--- src/logic/iar_pkg.sv ---
// package for the alias remap table: register offsets, field layout, reset values
// assumes an 8-bit register port driven by the device's local control logic
package iar_pkg;

	// ----------------------------------------------------------------
	// register offsets
	// ----------------------------------------------------------------
	localparam logic [7:0] IAR_OFS_BRIDGE_ADDR = 8'h06;
	localparam logic [7:0] IAR_OFS_BRIDGE_ALIAS = 8'h07;
	localparam logic [7:0] IAR_OFS_TARGET_ADDR_0 = 8'h08;
	localparam logic [7:0] IAR_OFS_TARGET_ADDR_1 = 8'h09;

	// ----------------------------------------------------------------
	// field layout and reset values
	// ----------------------------------------------------------------
	localparam int IAR_ADDR_MSB = 7;
	localparam int IAR_ADDR_LSB = 1;
	localparam int IAR_HOLD_BIT = 0;
	localparam logic [6:0] IAR_ADDR_OFF = 7'h00;
	localparam logic [6:0] IAR_RST_BRIDGE_ADDR = 7'h00;
	localparam logic [6:0] IAR_RST_ALIAS = 7'h00;
	localparam logic IAR_RST_HOLD = 1'b0;
	localparam logic [7:0] IAR_RDATA_NONE = 8'h00;

	// ----------------------------------------------------------------
	// forwarding destinations
	// ----------------------------------------------------------------
	typedef enum logic [1:0] {
		IAR_DEST_BRIDGE = 2'b00,
		IAR_DEST_TARGET_0 = 2'b01,
		IAR_DEST_TARGET_1 = 2'b10,
		IAR_DEST_NONE = 2'b11
	} iar_dest_t;

	function automatic logic [6:0] iar_addr_field(input logic [7:0] byte_in);
		return byte_in[IAR_ADDR_MSB:IAR_ADDR_LSB];
	endfunction : iar_addr_field

endpackage : iar_pkg

--- src/logic/iar_alias_match.sv ---
// one alias entry: compares a request address with an alias and checks enables
// assumes all inputs come from logic on the same clock
module iar_alias_match (
	input wire logic [6:0] i_req_addr,
	input wire logic [6:0] i_alias,
	input wire logic [6:0] i_remote_addr,
	output logic o_hit
);
	import iar_pkg::*;

	// a zero alias or zero remote address closes the entry
	wire alias_open = (i_alias != IAR_ADDR_OFF);
	wire remote_open = (i_remote_addr != IAR_ADDR_OFF);

	assign o_hit = alias_open && remote_open && (i_req_addr == i_alias);

endmodule : iar_alias_match

--- src/logic/iar_remap_table.sv ---
// alias remap table for pass-through transactions toward the remote bridge
// assumes request, lock and learned-address inputs come from logic on i_ref_clk
// ----------------------------------------------------------------
// What this block does
// - holds the seven-bit remote bridge address, rewrites bridge-alias traffic to it
// - learns the remote bridge address from the control channel after receive lock
// - hold bit set blocks learning and keeps the written address
// - zero bridge address or zero bridge alias blocks all bridge access
// - accepts transactions matching the bridge alias, rewrites to bridge address
// - rewrites target alias n traffic to target address n, forwards it
// - zero target address n blocks access to remote target n
// - auto-acknowledge mode acknowledges remote writes at once, still remapped
// ----------------------------------------------------------------
module iar_remap_table #(
	parameter int NUM_TARGETS = 2
) (
	input wire logic i_ref_clk,
	input wire logic i_rstn,
	// register port
	input wire logic i_reg_wr,
	input wire logic [7:0] i_reg_addr,
	input wire logic [7:0] i_reg_wdata,
	output logic [7:0] o_reg_rdata,
	// control-channel learning
	input wire logic i_rx_lock,
	input wire logic i_learned_valid,
	input wire logic [6:0] i_learned_addr,
	// target alias fields held elsewhere, auto-ack enable
	input wire logic [6:0] i_target_alias_0,
	input wire logic [6:0] i_target_alias_1,
	input wire logic i_auto_ack_en,
	// local transaction request
	input wire logic i_req_valid,
	input wire logic [6:0] i_req_addr,
	input wire logic i_req_read,
	// forwarded transaction
	output logic o_fwd_valid,
	output logic [6:0] o_fwd_addr,
	output logic o_fwd_read,
	output iar_pkg::iar_dest_t o_fwd_dest,
	output logic o_early_ack,
	output logic o_no_match
);
	import iar_pkg::*;

	// ----------------------------------------------------------------
	// elaboration check
	// ----------------------------------------------------------------
	if (NUM_TARGETS != 2) begin : g_bad_targets
		$error("iar_remap_table serves exactly two target entries");
	end

	// ----------------------------------------------------------------
	// register storage
	// ----------------------------------------------------------------
	logic [6:0] bridge_addr_q;
	logic [6:0] bridge_addr_d;
	logic hold_q;
	logic hold_d;
	logic [6:0] bridge_alias_q;
	logic [6:0] bridge_alias_d;
	logic [6:0] target_addr_q [NUM_TARGETS];
	logic [6:0] target_addr_d [NUM_TARGETS];

	// ----------------------------------------------------------------
	// register decode
	// ----------------------------------------------------------------
	// offset compare shared by the write strobes and the read mux
	function automatic logic reg_sel(input logic [7:0] addr, input logic [7:0] ofs);
		return addr == ofs;
	endfunction : reg_sel

	wire wr_bridge_addr = i_reg_wr && reg_sel(i_reg_addr, IAR_OFS_BRIDGE_ADDR);
	wire wr_bridge_alias = i_reg_wr && reg_sel(i_reg_addr, IAR_OFS_BRIDGE_ALIAS);
	wire wr_target_0 = i_reg_wr && reg_sel(i_reg_addr, IAR_OFS_TARGET_ADDR_0);
	wire wr_target_1 = i_reg_wr && reg_sel(i_reg_addr, IAR_OFS_TARGET_ADDR_1);
	wire [6:0] wr_field = iar_addr_field(i_reg_wdata);

	// ----------------------------------------------------------------
	// address learning
	// ----------------------------------------------------------------
	// learning only while locked and not held; a register write in the same cycle wins
	wire learn = i_rx_lock && i_learned_valid && !hold_q;

	always_comb begin
		bridge_addr_d = bridge_addr_q;
		hold_d = hold_q;
		if (wr_bridge_addr) begin
			bridge_addr_d = wr_field;
			hold_d = i_reg_wdata[IAR_HOLD_BIT];
		end else if (learn) begin
			bridge_addr_d = i_learned_addr;
		end
	end

	assign bridge_alias_d = wr_bridge_alias ? wr_field : bridge_alias_q;
	assign target_addr_d[0] = wr_target_0 ? wr_field : target_addr_q[0];
	assign target_addr_d[1] = wr_target_1 ? wr_field : target_addr_q[1];

	always_ff @(posedge i_ref_clk or negedge i_rstn) begin
		if (!i_rstn) begin
			bridge_addr_q <= IAR_RST_BRIDGE_ADDR;
			hold_q <= IAR_RST_HOLD;
			bridge_alias_q <= IAR_RST_ALIAS;
		end else begin
			bridge_addr_q <= bridge_addr_d;
			hold_q <= hold_d;
			bridge_alias_q <= bridge_alias_d;
		end
	end

	// target entries reset closed: a zero address blocks the entry
	for (genvar t = 0; t < NUM_TARGETS; t++) begin : g_target_reg
		always_ff @(posedge i_ref_clk or negedge i_rstn) begin
			if (!i_rstn) begin
				target_addr_q[t] <= IAR_RST_ALIAS;
			end else begin
				target_addr_q[t] <= target_addr_d[t];
			end
		end
	end

	// ----------------------------------------------------------------
	// register read
	// ----------------------------------------------------------------
	logic [7:0] rdata_d;

	// reserved bit 0 of alias and target registers reads zero
	always_comb begin
		if (reg_sel(i_reg_addr, IAR_OFS_BRIDGE_ADDR)) begin
			rdata_d = {bridge_addr_q, hold_q};
		end else if (reg_sel(i_reg_addr, IAR_OFS_BRIDGE_ALIAS)) begin
			rdata_d = {bridge_alias_q, 1'b0};
		end else if (reg_sel(i_reg_addr, IAR_OFS_TARGET_ADDR_0)) begin
			rdata_d = {target_addr_q[0], 1'b0};
		end else if (reg_sel(i_reg_addr, IAR_OFS_TARGET_ADDR_1)) begin
			rdata_d = {target_addr_q[1], 1'b0};
		end else begin
			rdata_d = IAR_RDATA_NONE;
		end
	end

	// read data lags the address by one cycle
	always_ff @(posedge i_ref_clk or negedge i_rstn) begin
		if (!i_rstn) begin
			o_reg_rdata <= IAR_RDATA_NONE;
		end else begin
			o_reg_rdata <= rdata_d;
		end
	end

	// ----------------------------------------------------------------
	// alias matching
	// ----------------------------------------------------------------
	logic hit_bridge;
	logic hit_target_0;
	logic hit_target_1;

	iar_alias_match u_match_bridge (
		.i_req_addr(i_req_addr),
		.i_alias(bridge_alias_q),
		.i_remote_addr(bridge_addr_q),
		.o_hit(hit_bridge)
	);

	// target aliases come in as inputs; their registers sit outside this block
	iar_alias_match u_match_target_0 (
		.i_req_addr(i_req_addr),
		.i_alias(i_target_alias_0),
		.i_remote_addr(target_addr_q[0]),
		.o_hit(hit_target_0)
	);

	iar_alias_match u_match_target_1 (
		.i_req_addr(i_req_addr),
		.i_alias(i_target_alias_1),
		.i_remote_addr(target_addr_q[1]),
		.o_hit(hit_target_1)
	);

	// ----------------------------------------------------------------
	// remap selection
	// ----------------------------------------------------------------
	// bridge entry first, then target 0, then target 1
	wire iar_dest_t dest_sel = hit_bridge ? IAR_DEST_BRIDGE :
		hit_target_0 ? IAR_DEST_TARGET_0 :
		hit_target_1 ? IAR_DEST_TARGET_1 : IAR_DEST_NONE;
	wire [6:0] remap_addr = hit_bridge ? bridge_addr_q :
		hit_target_0 ? target_addr_q[0] :
		hit_target_1 ? target_addr_q[1] : IAR_ADDR_OFF;
	wire any_hit = (dest_sel != IAR_DEST_NONE);
	wire fwd_take = i_req_valid && any_hit;
	// with i_auto_ack_en set, matched writes acknowledged locally without waiting for the far end
	wire ack_now = fwd_take && !i_req_read && i_auto_ack_en;

	// next values of the forwarded outputs; address, read flag and destination take idle values when nothing is forwarded
	wire [6:0] fwd_addr_d = fwd_take ? remap_addr : IAR_ADDR_OFF;
	wire fwd_read_d = fwd_take && i_req_read;
	wire iar_dest_t fwd_dest_d = fwd_take ? dest_sel : IAR_DEST_NONE;
	wire no_match_d = i_req_valid && !any_hit;

	// ----------------------------------------------------------------
	// forwarded transaction outputs
	// ----------------------------------------------------------------
	always_ff @(posedge i_ref_clk or negedge i_rstn) begin
		if (!i_rstn) begin
			o_fwd_valid <= 1'b0;
			o_fwd_addr <= IAR_ADDR_OFF;
			o_fwd_read <= 1'b0;
			o_fwd_dest <= IAR_DEST_NONE;
			o_early_ack <= 1'b0;
			o_no_match <= 1'b0;
		end else begin
			o_fwd_valid <= fwd_take;
			o_fwd_addr <= fwd_addr_d;
			o_fwd_read <= fwd_read_d;
			o_fwd_dest <= fwd_dest_d;
			o_early_ack <= ack_now;
			o_no_match <= no_match_d;
		end
	end

endmodule : iar_remap_table

--- config.mk ---
export PLATFORM = sky130hd
export DESIGN_NAME = iar_remap_table
export DESIGN_NICKNAME = d
export VERILOG_FILES = /design/src/logic/iar_pkg.sv /design/src/logic/iar_alias_match.sv /design/src/logic/iar_remap_table.sv
export SDC_FILE = /design/constraint.sdc
export NUM_CORES = 1
export LEC_CHECK = 0
export ABC_AREA = 1
export ABC_CLOCK_PERIOD_IN_PS = 3900
export BUFFER_PORTS_ARGS = -buffer_cell sky130_fd_sc_hd__buf_2
export CAP_MARGIN = 20
export CORE_AREA = 2 2 77 79
export CTS_CLUSTER_DIAMETER = 80
export DETAILED_ROUTE_END_ITERATION = 16
export DIE_AREA = 0 0 79 81
export PLACE_DENSITY = 0.81
export SYNTH_ARGS = -nofsm -noshare
export SYNTH_HDL_FRONTEND = slang
export SYNTH_HIERARCHICAL = 1
export SYNTH_SLANG_ARGS = --single-unit
--- constraint.sdc ---
create_clock -name i_ref_clk -period 3.9 [get_ports i_ref_clk]
set_clock_uncertainty 0.15 [all_clocks]
set_input_delay 0.585 -clock i_ref_clk [delete_from_list [all_inputs] [get_ports i_ref_clk]]
set_output_delay 0.585 -clock i_ref_clk [all_outputs]
set_load 0.02 [all_outputs]
==> results of run 1 <==
## path summary, 6_finish.rpt
kind / start / endpoint / slack (ns) / depth (start not counted)
worst min-delay path: i_req_valid / o_fwd_dest[0]$_DFF_PN1_ / 0.28 / 2
min in group asynchronous: i_rstn / bridge_addr_q[6]$_DFFE_PN0P_ / 0.49 / 2
worst min register to register: hold_q$_DFFE_PN0P_ / o_reg_rdata[0]$_DFF_PN0_ / 0.37 / 2
max in group asynchronous: i_rstn / o_fwd_dest[1]$_DFF_PN1_ / 2.57 / 3
worst max-delay path: bridge_alias_q[0]$_DFFE_PN0P_ / o_fwd_addr[5]$_DFF_PN0_ / 1.67 / 13
worst max register to register: bridge_alias_q[0]$_DFFE_PN0P_ / o_fwd_addr[5]$_DFF_PN0_ / 1.67 / 13
## state kept, by name (all words and copies together) (netlist names)
| name | count |
|---|---|
| o_reg_rdata | 8 |
| bridge_addr_q | 7 |
| o_fwd_read | 1 |
| target_addr_q | 14 |
| o_no_match | 1 |
| o_early_ack | 1 |
| hold_q | 1 |
| o_fwd_valid | 1 |
| bridge_alias_q | 7 |
| o_fwd_dest | 2 |
| o_fwd_addr | 7 |
## Yosys cell counts, types with 6 or more instances
cell type and n:
inv_1 63, nand2_2 6, nand3_1 50, nor2_1 43, o21ai_0 22, dfrtp_1 48, a21oi_1 7, buf_2 6
o21a_1 8, nor3_1 6, nand4_1 8, nand2_1 128
## layout make-up
class	instances	area (µm²)
inverters	66	250
well taps	75	93.8
repair buffers	74	390
clock inverters	3	47.5
fillers	544	2130
clock buffers	5	68.8
flip-flops and latches	50	1250
multi-input cells	300	1440
## stage by stage
stage | cell area, µm² | util (%) | hold slack, ns
finish | 3540 | 62.4 | 0.278
global route | 3540 | 62.4 | 0.287
CTS | 3510 | 61.9 | 0.276
detailed placement | 3390 | 59.8 | 0.357
global placement | 3390 | 59.8 | 0.341
floorplan | 3010 | - | 0.139
## per-layer routing
layer | global-route usage (%) | share of wire, %
met2 | 41.0 | 48
met1 | 30.1 | 44
met5 | 0 | 0
met3 | 3.44 | 5.3
met4 | 11.2 | 3.2
## repair_timing
| action | in CTS | in global routing |
|---|---|---|
| endpoints found under the hold margin | 0 | 7 |
| resized for setup | 0 | 0 |
| hold buffers | 0 | 1 |
## critical path, stage by stage (launching register included)
cell and delay (ns):
dfrtp_1 0.46, inv_1 0.08, nand2_1 0.05, nand2_1 0.05
nand2_1 0.05, nor2_1 0.09, nand2_1 0.06, nor2_1 0.47
nor2_1 0.08, nand2_1 0.10, nand2_1 0.08, inv_1 0.17
o21ai_0 0.13, nor2_1 0.15
## power breakdown
| part | leakage (µW) | switching, µW | internal, µW |
|---|---|---|---|
| logic | 0.00133 | 103 | 63.5 |
| registers | 0.000645 | 33.2 | 547 |
| clock network | 0.0000591 | 189 | 196 |
| total | 0.00203 | 325 | 806 |
## cells by family (layout without fill, tap and decap cells)
logic type / count (synthesis) / count (layout)
and+or+nand+nor: 253 / 253
buffers and inverters: 77 / 148
DFF: 50 / 50
AOI/OAI and AO/OA: 44 / 44
xor gates and xnor gates: 3 / 3
==> reports/metrics.csv, run 1 <==
metric,value,unit
status,completed,
layout_common_cells,"nand2_1, buf_2, inv_1",
root_buffer,clkbuf_8,
ys_ff_latch,50,
slew_viol_final,0,
hold_violations,0,
async_flop_share,100,%
synthAdderAreaFrac,0,%
synthesis.area,3010,µm²
ys_seq_area_share,41.6,%
grt_pass1_wl,11900,µm
die_area,6400,µm²
routed_wl,7230,µm
num_rows,28,
cts_buffer_depth,2,
track_usage,23.9,%
cts_sinks,50,
power.leakage,0.00203,µW
post_drt_via_cell_ratio,5.09,
die_w,79,µm
max_cap_viol_count,0,
endpoint_kind,flip-flop,
overflow,0,
dominantRegCellSynth,dfrtp_1,
worstMarginPinSlew,0.611,ns
cts_tree,built,
dp_cells,563,
drc,0,
first_iter_violations,281,
gp_congestion,0.982,
wl_per_cell,12.6,µm
numCtsBuffers,5,
grt_max_degree,51,
synth_area_leaders,"dfrtp_1, nand2_1, nand3_1",
final_nets,549,
post_synth.cell_area_avg,7.05,µm²
instances_no_fill,573,
routed-via-count,2917,
synth_edf_count,0,
setup_viol,0,
total_power,1130,µW
clkTransAtPathRegs,0.10,ns
drtAntennaViolNets,0,
finalCriticalPeriod,2.23,ns
min_path_type,input port to flip-flop,
rsz0062_at_grt,false,
final_common_cell,nand2_1,
timing.fmax,448,MHz
fin_ws,1.67,ns
arrival,2.32,ns
crit_required,3.99,ns
drive_gt1_share,21.3,%
worst_skew_pair.late_latency,0.31,ns
synthSimpleGateAreaFrac,38.5,%
yosys_warnings,6,
dieHeight,81,µm
synth_top_area_share,39.9,%
antenna_found_initial,0,
first_pass_iters,5,
postCtsSetupRepairBufs,0,
antenna_cells,0,
crit_type,flip-flop to flip-flop,
dp_slack,1.47,ns
initial_core_util,53.1,%
cp_max_fo,10,
relSlewSlack,59.1,%
fin_crit_sh,57.2,%
syn_nets,479,
synth_compound_area_share,8.35,%
io_pins,73,
numPortBuffers,72,
synthCells,427,
syn2layout_area_growth,17.6,%
critPathLaunchType,flip-flop,
synth_mux_area_share,0,%
synth_top_area_cell,dfrtp_1,
synthDistinctLibCells,28,
synthXorXnorAreaFrac,0.872,%
cellPowerDensity,319,nW/µm²
vdd_drop_max,0.000245,V
grt_pass1_vias,2715,
fin_tns_setup,0,ns
core,5680,µm²
h-tree-depth,2,
post-dp-hpwl,5500,µm
synth_top_family_by_area,simple AND/OR/NAND/NOR gates,
(Power assumes the default switching activity.)
==> run 2, diff against run 1 <==
--- a/config.mk
+++ b/config.mk
@@ -6,14 +6,14 @@
 export NUM_CORES = 1
 export LEC_CHECK = 0
 export ABC_AREA = 1
-export ABC_CLOCK_PERIOD_IN_PS = 3900
+export ABC_CLOCK_PERIOD_IN_PS = 2200
 export BUFFER_PORTS_ARGS = -buffer_cell sky130_fd_sc_hd__buf_2
 export CAP_MARGIN = 20
-export CORE_AREA = 2 2 77 79
+export CORE_AREA = 2 2 78 80
 export CTS_CLUSTER_DIAMETER = 80
 export DETAILED_ROUTE_END_ITERATION = 16
-export DIE_AREA = 0 0 79 81
-export PLACE_DENSITY = 0.81
+export DIE_AREA = 0 0 80 82
+export PLACE_DENSITY = 0.79
 export SYNTH_ARGS = -nofsm -noshare
 export SYNTH_HDL_FRONTEND = slang
 export SYNTH_HIERARCHICAL = 1
==> constraint.sdc (replaced) <==
create_clock -name i_ref_clk -period 2.2 [get_ports i_ref_clk]
set_clock_uncertainty 0.15 [all_clocks]
set_input_delay 0.33 -clock i_ref_clk [delete_from_list [all_inputs] [get_ports i_ref_clk]]
set_output_delay 0.33 -clock i_ref_clk [all_outputs]
set_load 0.02 [all_outputs]
==> reports/metrics.csv, run 2 (synthesis gave the netlist of run 1 again) <==
metric,value,unit,change
status,completed,,unchanged
final_common_cell,nand2_1,,unchanged
wl_per_cell,13.3,µm,was 12.6 µm
dieHeight,82,µm,was 81 µm
grtUsageMet3,4.07,%,was 3.44%
first_pass_iters,5,,unchanged
cts_sinks,50,,unchanged
arrival,1.95,ns,was 2.32 ns
gp_congestion,0.979,,was 0.982
overflow,0,,unchanged
drc,0,,unchanged
h-tree-depth,2,,unchanged
crit_top_cell,nor2_1,,was nand2_1
cts_buffer_depth,2,,unchanged
regMostFlops,target_addr_q,,unchanged
initial_core_util,52.4,%,was 53.1%
drtAntennaViolNets,0,,unchanged
grt_pass1_wl,12400,µm,was 11900 µm
reg2regPathDepth,8,,was 13
slowest_delay,0.44,ns,was 0.47 ns
die_area,6560,µm²,was 6400 µm²
antenna_cells,0,,unchanged
post-dp-hpwl,5960,µm,was 5500 µm
cp_max_fo,9,,was 10
track_usage,24.9,%,was 23.9%
min_path_type,input port to flip-flop,,unchanged
cts_tree,built,,unchanged
worst_path_max_delay_cell,dfrtp_1,,was nor2_1
gr-usage-met1,31.7,%,was 30.1%
layout_common_cells,"nand2_1, buf_2, inv_1",,unchanged
antenna_found_initial,0,,unchanged
grt_max_degree,27,,was 51
post_drt_via_cell_ratio,5.14,,was 5.09
syn2layout_area_growth,18.1,%,was 17.6%
rsz0062_at_grt,false,,unchanged
slew_viol_final,0,,unchanged
cellPowerDensity,562,nW/µm²,was 319 nW/µm²
largest_reg_flops,14,,unchanged
fin_tns_setup,0,ns,unchanged
clkTransAtPathRegs,0.09,ns,was 0.10 ns
crit_type,flip-flop to flip-flop,,unchanged
finalCriticalPeriod,1.86,ns,was 2.23 ns
grt_pass1_vias,2690,,was 2715
root_buffer,clkbuf_8,,unchanged
vdd_drop_max,0.000407,V,was 0.000245 V
numPortBuffers,72,,unchanged
setup_viol,0,,unchanged
endpoint_kind,flip-flop,,unchanged
drive_gt1_share,21.6,%,was 21.3%
crit_required,2.29,ns,was 3.99 ns
total_power,2000,µW,was 1130 µW
die_w,80,µm,was 79 µm
worst_skew_pair.late_latency,0.31,ns,about the same
core,5750,µm²,was 5680 µm²
crit_chain,"nor3_1, nand3_1, nand2_1, nor2_1, buf_4, or2_1, o21a_1, nor2_1",,"was inv_1, nand2_1, nand2_1, nand2_1, nor2_1, nand2_1, nor2_1, nor2_1, nand2_1, nand2_1, inv_1, o21ai_0, nor2_1"
final_nets,551,,was 549
first_iter_violations,174,,was 281
critPathLaunchType,flip-flop,,unchanged
num_rows,28,,unchanged
io_pins,73,,unchanged
top_regs,"target_addr_q (14), o_reg_rdata (8)",,unchanged
timing.fmax,537,MHz,was 448 MHz
routed-via-count,2953,,was 2917
routed_wl,7660,µm,was 7230 µm
fin_crit_sh,84.7,%,was 57.2%
grtUsageMet2,43.7,%,was 41.0%
numCtsBuffers,5,,unchanged
hold_depth,2,,unchanged
grt-busiest-layer,met2,,unchanged
power.leakage,0.00204,µW,was 0.00203 µW
relSlewSlack,58.6,%,was 59.1%
hold_violations,0,,unchanged
max_cap_viol_count,0,,unchanged
worstMarginPinSlew,0.621,ns,was 0.611 ns
postCtsSetupRepairBufs,0,,unchanged
[run 2: cell count changes in the layout (fill, tap and decap cells not counted)]
cell   previous run  this run
buf_4             0         2
[run 2: power by group]
| group | leakage (µW) | switching, µW | internal (µW) |
|---|---|---|---|
| combinational | 0.00134 | 181 | 113 |
| sequential | 0.000645 | 65.6 | 970 |
| clock | 0.0000591 | 323 | 347 |
[run 2: routing by layer]
layer  wire length [µm]  vias to the layer above
li1                   -                     1480
met1               3300                     1354
met2               3730                      105
met3                482                       14
met4                148                        0
met5                  0                        -
[run 2: worst max-delay path: cells and delay by family (launching register included)]
kind	cells	cell delay [ns]
DFF	1	0.44
AOI/OAI and AO/OA	1	0.21
and+or+nand+nor	6	0.84
buffers and inverters	1	0.16
[run 2: worst paths after layout]
| check | from | slack [ns] | to |
|---|---|---|---|
| max reg2reg | target_addr_q[12]$_DFFE_PN0P_ | 0.34 | o_fwd_addr[5]$_DFF_PN0_ |
| min | i_req_valid | 0.04 | o_fwd_dest[0]$_DFF_PN1_ |
| min in group asynchronous | i_rstn | 0.38 | bridge_addr_q[6]$_DFFE_PN0P_ |
| max in group asynchronous | i_rstn | 0.98 | bridge_alias_q[1]$_DFFE_PN0P_ |
| min reg2reg | hold_q$_DFFE_PN0P_ | 0.39 | o_reg_rdata[0]$_DFF_PN0_ |
| max | target_addr_q[12]$_DFFE_PN0P_ | 0.34 | o_fwd_addr[5]$_DFF_PN0_ |
[run 2: cell type report]
cell class                 instances  area [µm²]
clock buffer                       5        68.8
clock inverter                     3        47.5
fill                             569        2190
inverter                          66         250
multi-input combinational        300        1440
sequential                        50        1250
tap                               75        93.8
timing repair buffer              76         405
[run 2: per-stage QoR]
step / util (%) / hold WS (ns) / cell area, µm² / instances / worst slack, ns
detailed placement: 59.7 / 0.201 / 3430 / 566 / 0.312
floorplan: - / -0.116 / 3010 / 427 / 0.515
global route: 61.9 / 0.0368 / 3560 / 575 / 0.118
CTS: 61.9 / 0.0345 / 3560 / 575 / 0.351
finish: 61.9 / 0.0363 / 3560 / 575 / 0.337
global placement: 59.7 / 0.196 / 3430 / 566 / 0.395
[run 2: timing repair]
item	in CTS	in global routing
endpoints found under the hold margin	22	0
resized for setup	0	0
hold buffers	1	0
==> run 3, diff against run 2 <==
--- a/config.mk
+++ b/config.mk
@@ -6,7 +6,7 @@
 export NUM_CORES = 1
 export LEC_CHECK = 0
 export ABC_AREA = 1
-export ABC_CLOCK_PERIOD_IN_PS = 2200
+export ABC_CLOCK_PERIOD_IN_PS = 1800
 export BUFFER_PORTS_ARGS = -buffer_cell sky130_fd_sc_hd__buf_2
 export CAP_MARGIN = 20
 export CORE_AREA = 2 2 78 80
==> constraint.sdc (replaced) <==
create_clock -name i_ref_clk -period 1.8 [get_ports i_ref_clk]
set_clock_uncertainty 0.15 [all_clocks]
set_input_delay 0.27 -clock i_ref_clk [delete_from_list [all_inputs] [get_ports i_ref_clk]]
set_output_delay 0.27 -clock i_ref_clk [all_outputs]
set_load 0.02 [all_outputs]
==> reports/metrics.csv, run 3 (synthesis gave the netlist of run 1 again) <==
metric,value,unit,change
dieHeight,82,µm,unchanged
io_pins,73,,unchanged
slowest_delay,0.45,ns,was 0.44 ns
syn2layout_area_growth,27.0,%,was 18.1%
hold_violations,0,,unchanged
fin_ws,-0.00965,ns,was 0.337 ns
post-dp-hpwl,5950,µm,was 5960 µm
die_area,6560,µm²,unchanged
slew_viol_final,0,,unchanged
largest_reg_flops,14,,unchanged
track_usage,24.8,%,was 24.9%
grt_max_degree,27,,unchanged
setup_viol,1,,was 0
root_buffer,clkbuf_8,,unchanged
num-fill-cells,512,,was 569
worst_skew_pair.late_latency,0.31,ns,about the same
holdPathEnd,hold_q$_DFFE_PN0P_,,was o_fwd_dest[0]$_DFF_PN1_
cp_max_fo,8,,was 9
grt_pass1_wl,12600,µm,was 12400 µm
initial_core_util,52.4,%,unchanged
gp_congestion,0.898,,was 0.979
crit_top_cell,buf_4,,was nor2_1
core,5750,µm²,unchanged
post_drt_via_cell_ratio,5.08,,was 5.14
hp-start,i_reg_wdata[0],,was i_req_valid
status,"finished, violations left",,was completed
top_regs,"target_addr_q (14), o_reg_rdata (8)",,unchanged
rsz0062_at_grt,true,,was false
die_w,80,µm,unchanged
final_common_cell,nand2_1,,unchanged
numPortBuffers,72,,unchanged
drtAntennaViolNets,0,,unchanged
final_nets,581,,was 551
dpl_cell_area,3610,µm²,was 3430 µm²
fin_crit_sh,101,%,was 84.7%
numCtsBuffers,5,,unchanged
worst_path_max_delay_cell,dfrtp_2,,was dfrtp_1
violations,setup timing,,
reg2reg_from,bridge_alias_q[6]$_DFFE_PN0P_,,was target_addr_q[12]$_DFFE_PN0P_
antenna_cells,0,,unchanged
antenna_found_initial,0,,unchanged
cts_buffer_depth,2,,unchanged
h-tree-depth,2,,unchanged
worstMarginPinSlew,0.485,ns,was 0.621 ns
first_iter_violations,219,,was 174
final_area,3830,µm²,was 3560 µm²
wl_per_cell,12.9,µm,was 13.3 µm
routed_wl,7780,µm,was 7660 µm
num_rows,28,,unchanged
finalCriticalPeriod,1.81,ns,was 1.86 ns
drc,0,,unchanged
overflow,0,,unchanged
min_path_type,input port to flip-flop,,unchanged
crit_chain,"buf_4, nor3_2, nand3_1, nand2_2, nor2_2, buf_6, buf_4, a21oi_1, o21a_1, nor2_1",,"was nor3_1, nand3_1, nand2_1, nor2_1, buf_4, or2_1, o21a_1, nor2_1"
timing.fmax,553,MHz,was 537 MHz
max_cap_viol_count,0,,unchanged
total_power,2560,µW,was 2000 µW
relSlewSlack,67.6,%,was 58.6%
crit_required,1.86,ns,was 2.29 ns
grt_pass1_vias,2789,,was 2690
cts_sinks,50,,unchanged
critPathLaunchType,flip-flop,,unchanged
regMostFlops,target_addr_q,,unchanged
hold_depth,2,,unchanged
cellPowerDensity,668,nW/µm²,was 562 nW/µm²
reg2regPathDepth,10,,was 8
reg2reg_slack,-0.01,ns,was 0.34 ns
drive_gt1_share,27.9,%,was 21.6%
endpoint_kind,flip-flop,,unchanged
cts_tree,built,,unchanged
layout_common_cells,"nand2_1, buf_2, inv_1",,unchanged
routed-via-count,3071,,was 2953
vdd_drop_max,0.000457,V,was 0.000407 V
fin_tns_setup,-0.00965,ns,was 0 ns
crit_type,flip-flop to flip-flop,,unchanged
rr_endpoint,o_fwd_addr[0]$_DFF_PN0_,,was o_fwd_addr[5]$_DFF_PN0_
arrival,1.87,ns,was 1.95 ns
first_pass_iters,4,,was 5
power.leakage,0.00220,µW,was 0.00204 µW
clkTransAtPathRegs,0.10,ns,was 0.09 ns
## run 3: changes by cell type in the layout (fill, tap and decap cells not counted), sizes merged
cell,change
buf,+29
clkbuf,+1
clkinvlp,+1
dlygate4sd3,+1
inv,-2
## run 3: power breakdown
part	internal [µW]	total, µW	switching, µW
Combinational	197	474	277
Clock	458	852	395
Sequential	1190	1230	45.2
Total	1840	2560	717
## run 3: critical path, delay by kind of cell (launching register included)
family                 cells  cell delay [ns]
DFF                        1             0.45
and+or+nand+nor            5             0.44
buffers and inverters      3             0.41
AOI/OAI and AO/OA          2             0.27
## run 3: area by class of cell
type	instances	area [µm²]	area share (%)
clock buffers	6	82.6	2.16
clock inverters	2	38.8	1.01
inverters	66	254	6.64
multi-input cells	300	1460	38.2
flip-flops and latches	50	1260	32.8
well taps	75	93.8	2.45
repair buffers	106	641	16.7
## run 3: stage by stage
step	setup slack, ns	utilization, %	instances	hold WS, ns
final	-0.00965	66.6	605	0.0251
after global routing	-0.139	66.6	605	0.0274
after CTS	0.00574	65.3	600	0.0216
after detailed placement	-0.0109	62.8	590	0.0247
after global placement	0.0282	62.8	590	0.0182
after floorplan	0.115	-	427	-0.176
## run 3: worst max-delay path by stage
stage	cells past startpoint	endpoint	startpoint
floorplan	9	o_fwd_addr[0]$_DFF_PN0_	target_addr_q[12]$_DFFE_PN0P_
global placement	12	o_fwd_addr[2]$_DFF_PN0_	i_req_addr[2]
detailed placement	11	o_fwd_addr[6]$_DFF_PN0_	bridge_alias_q[6]$_DFFE_PN0P_
CTS	13	o_fwd_addr[3]$_DFF_PN0_	bridge_alias_q[6]$_DFFE_PN0P_
global route	11	o_fwd_addr[1]$_DFF_PN0_	bridge_alias_q[0]$_DFFE_PN0P_
finish	10	o_fwd_addr[0]$_DFF_PN0_	bridge_alias_q[6]$_DFFE_PN0P_
## run 3: per-layer routing
layer,global-route usage [%],up-vias,routed length (µm)
met2,44.3,118,3850
met4,6.44,0,123
met1,31.5,1405,3260
met3,3.96,16,547
met5,0,-,0
li1,-,1532,-
## run 3: what timing repair did
action                                  in CTS  in global routing
hold buffers                                 2                  0
endpoints found under the setup margin       4                  9
buffers inserted                             0                  5
gates resized for setup                      2                 18
pin swaps                                    0                  3
hold endpoints to repair                    38                  0
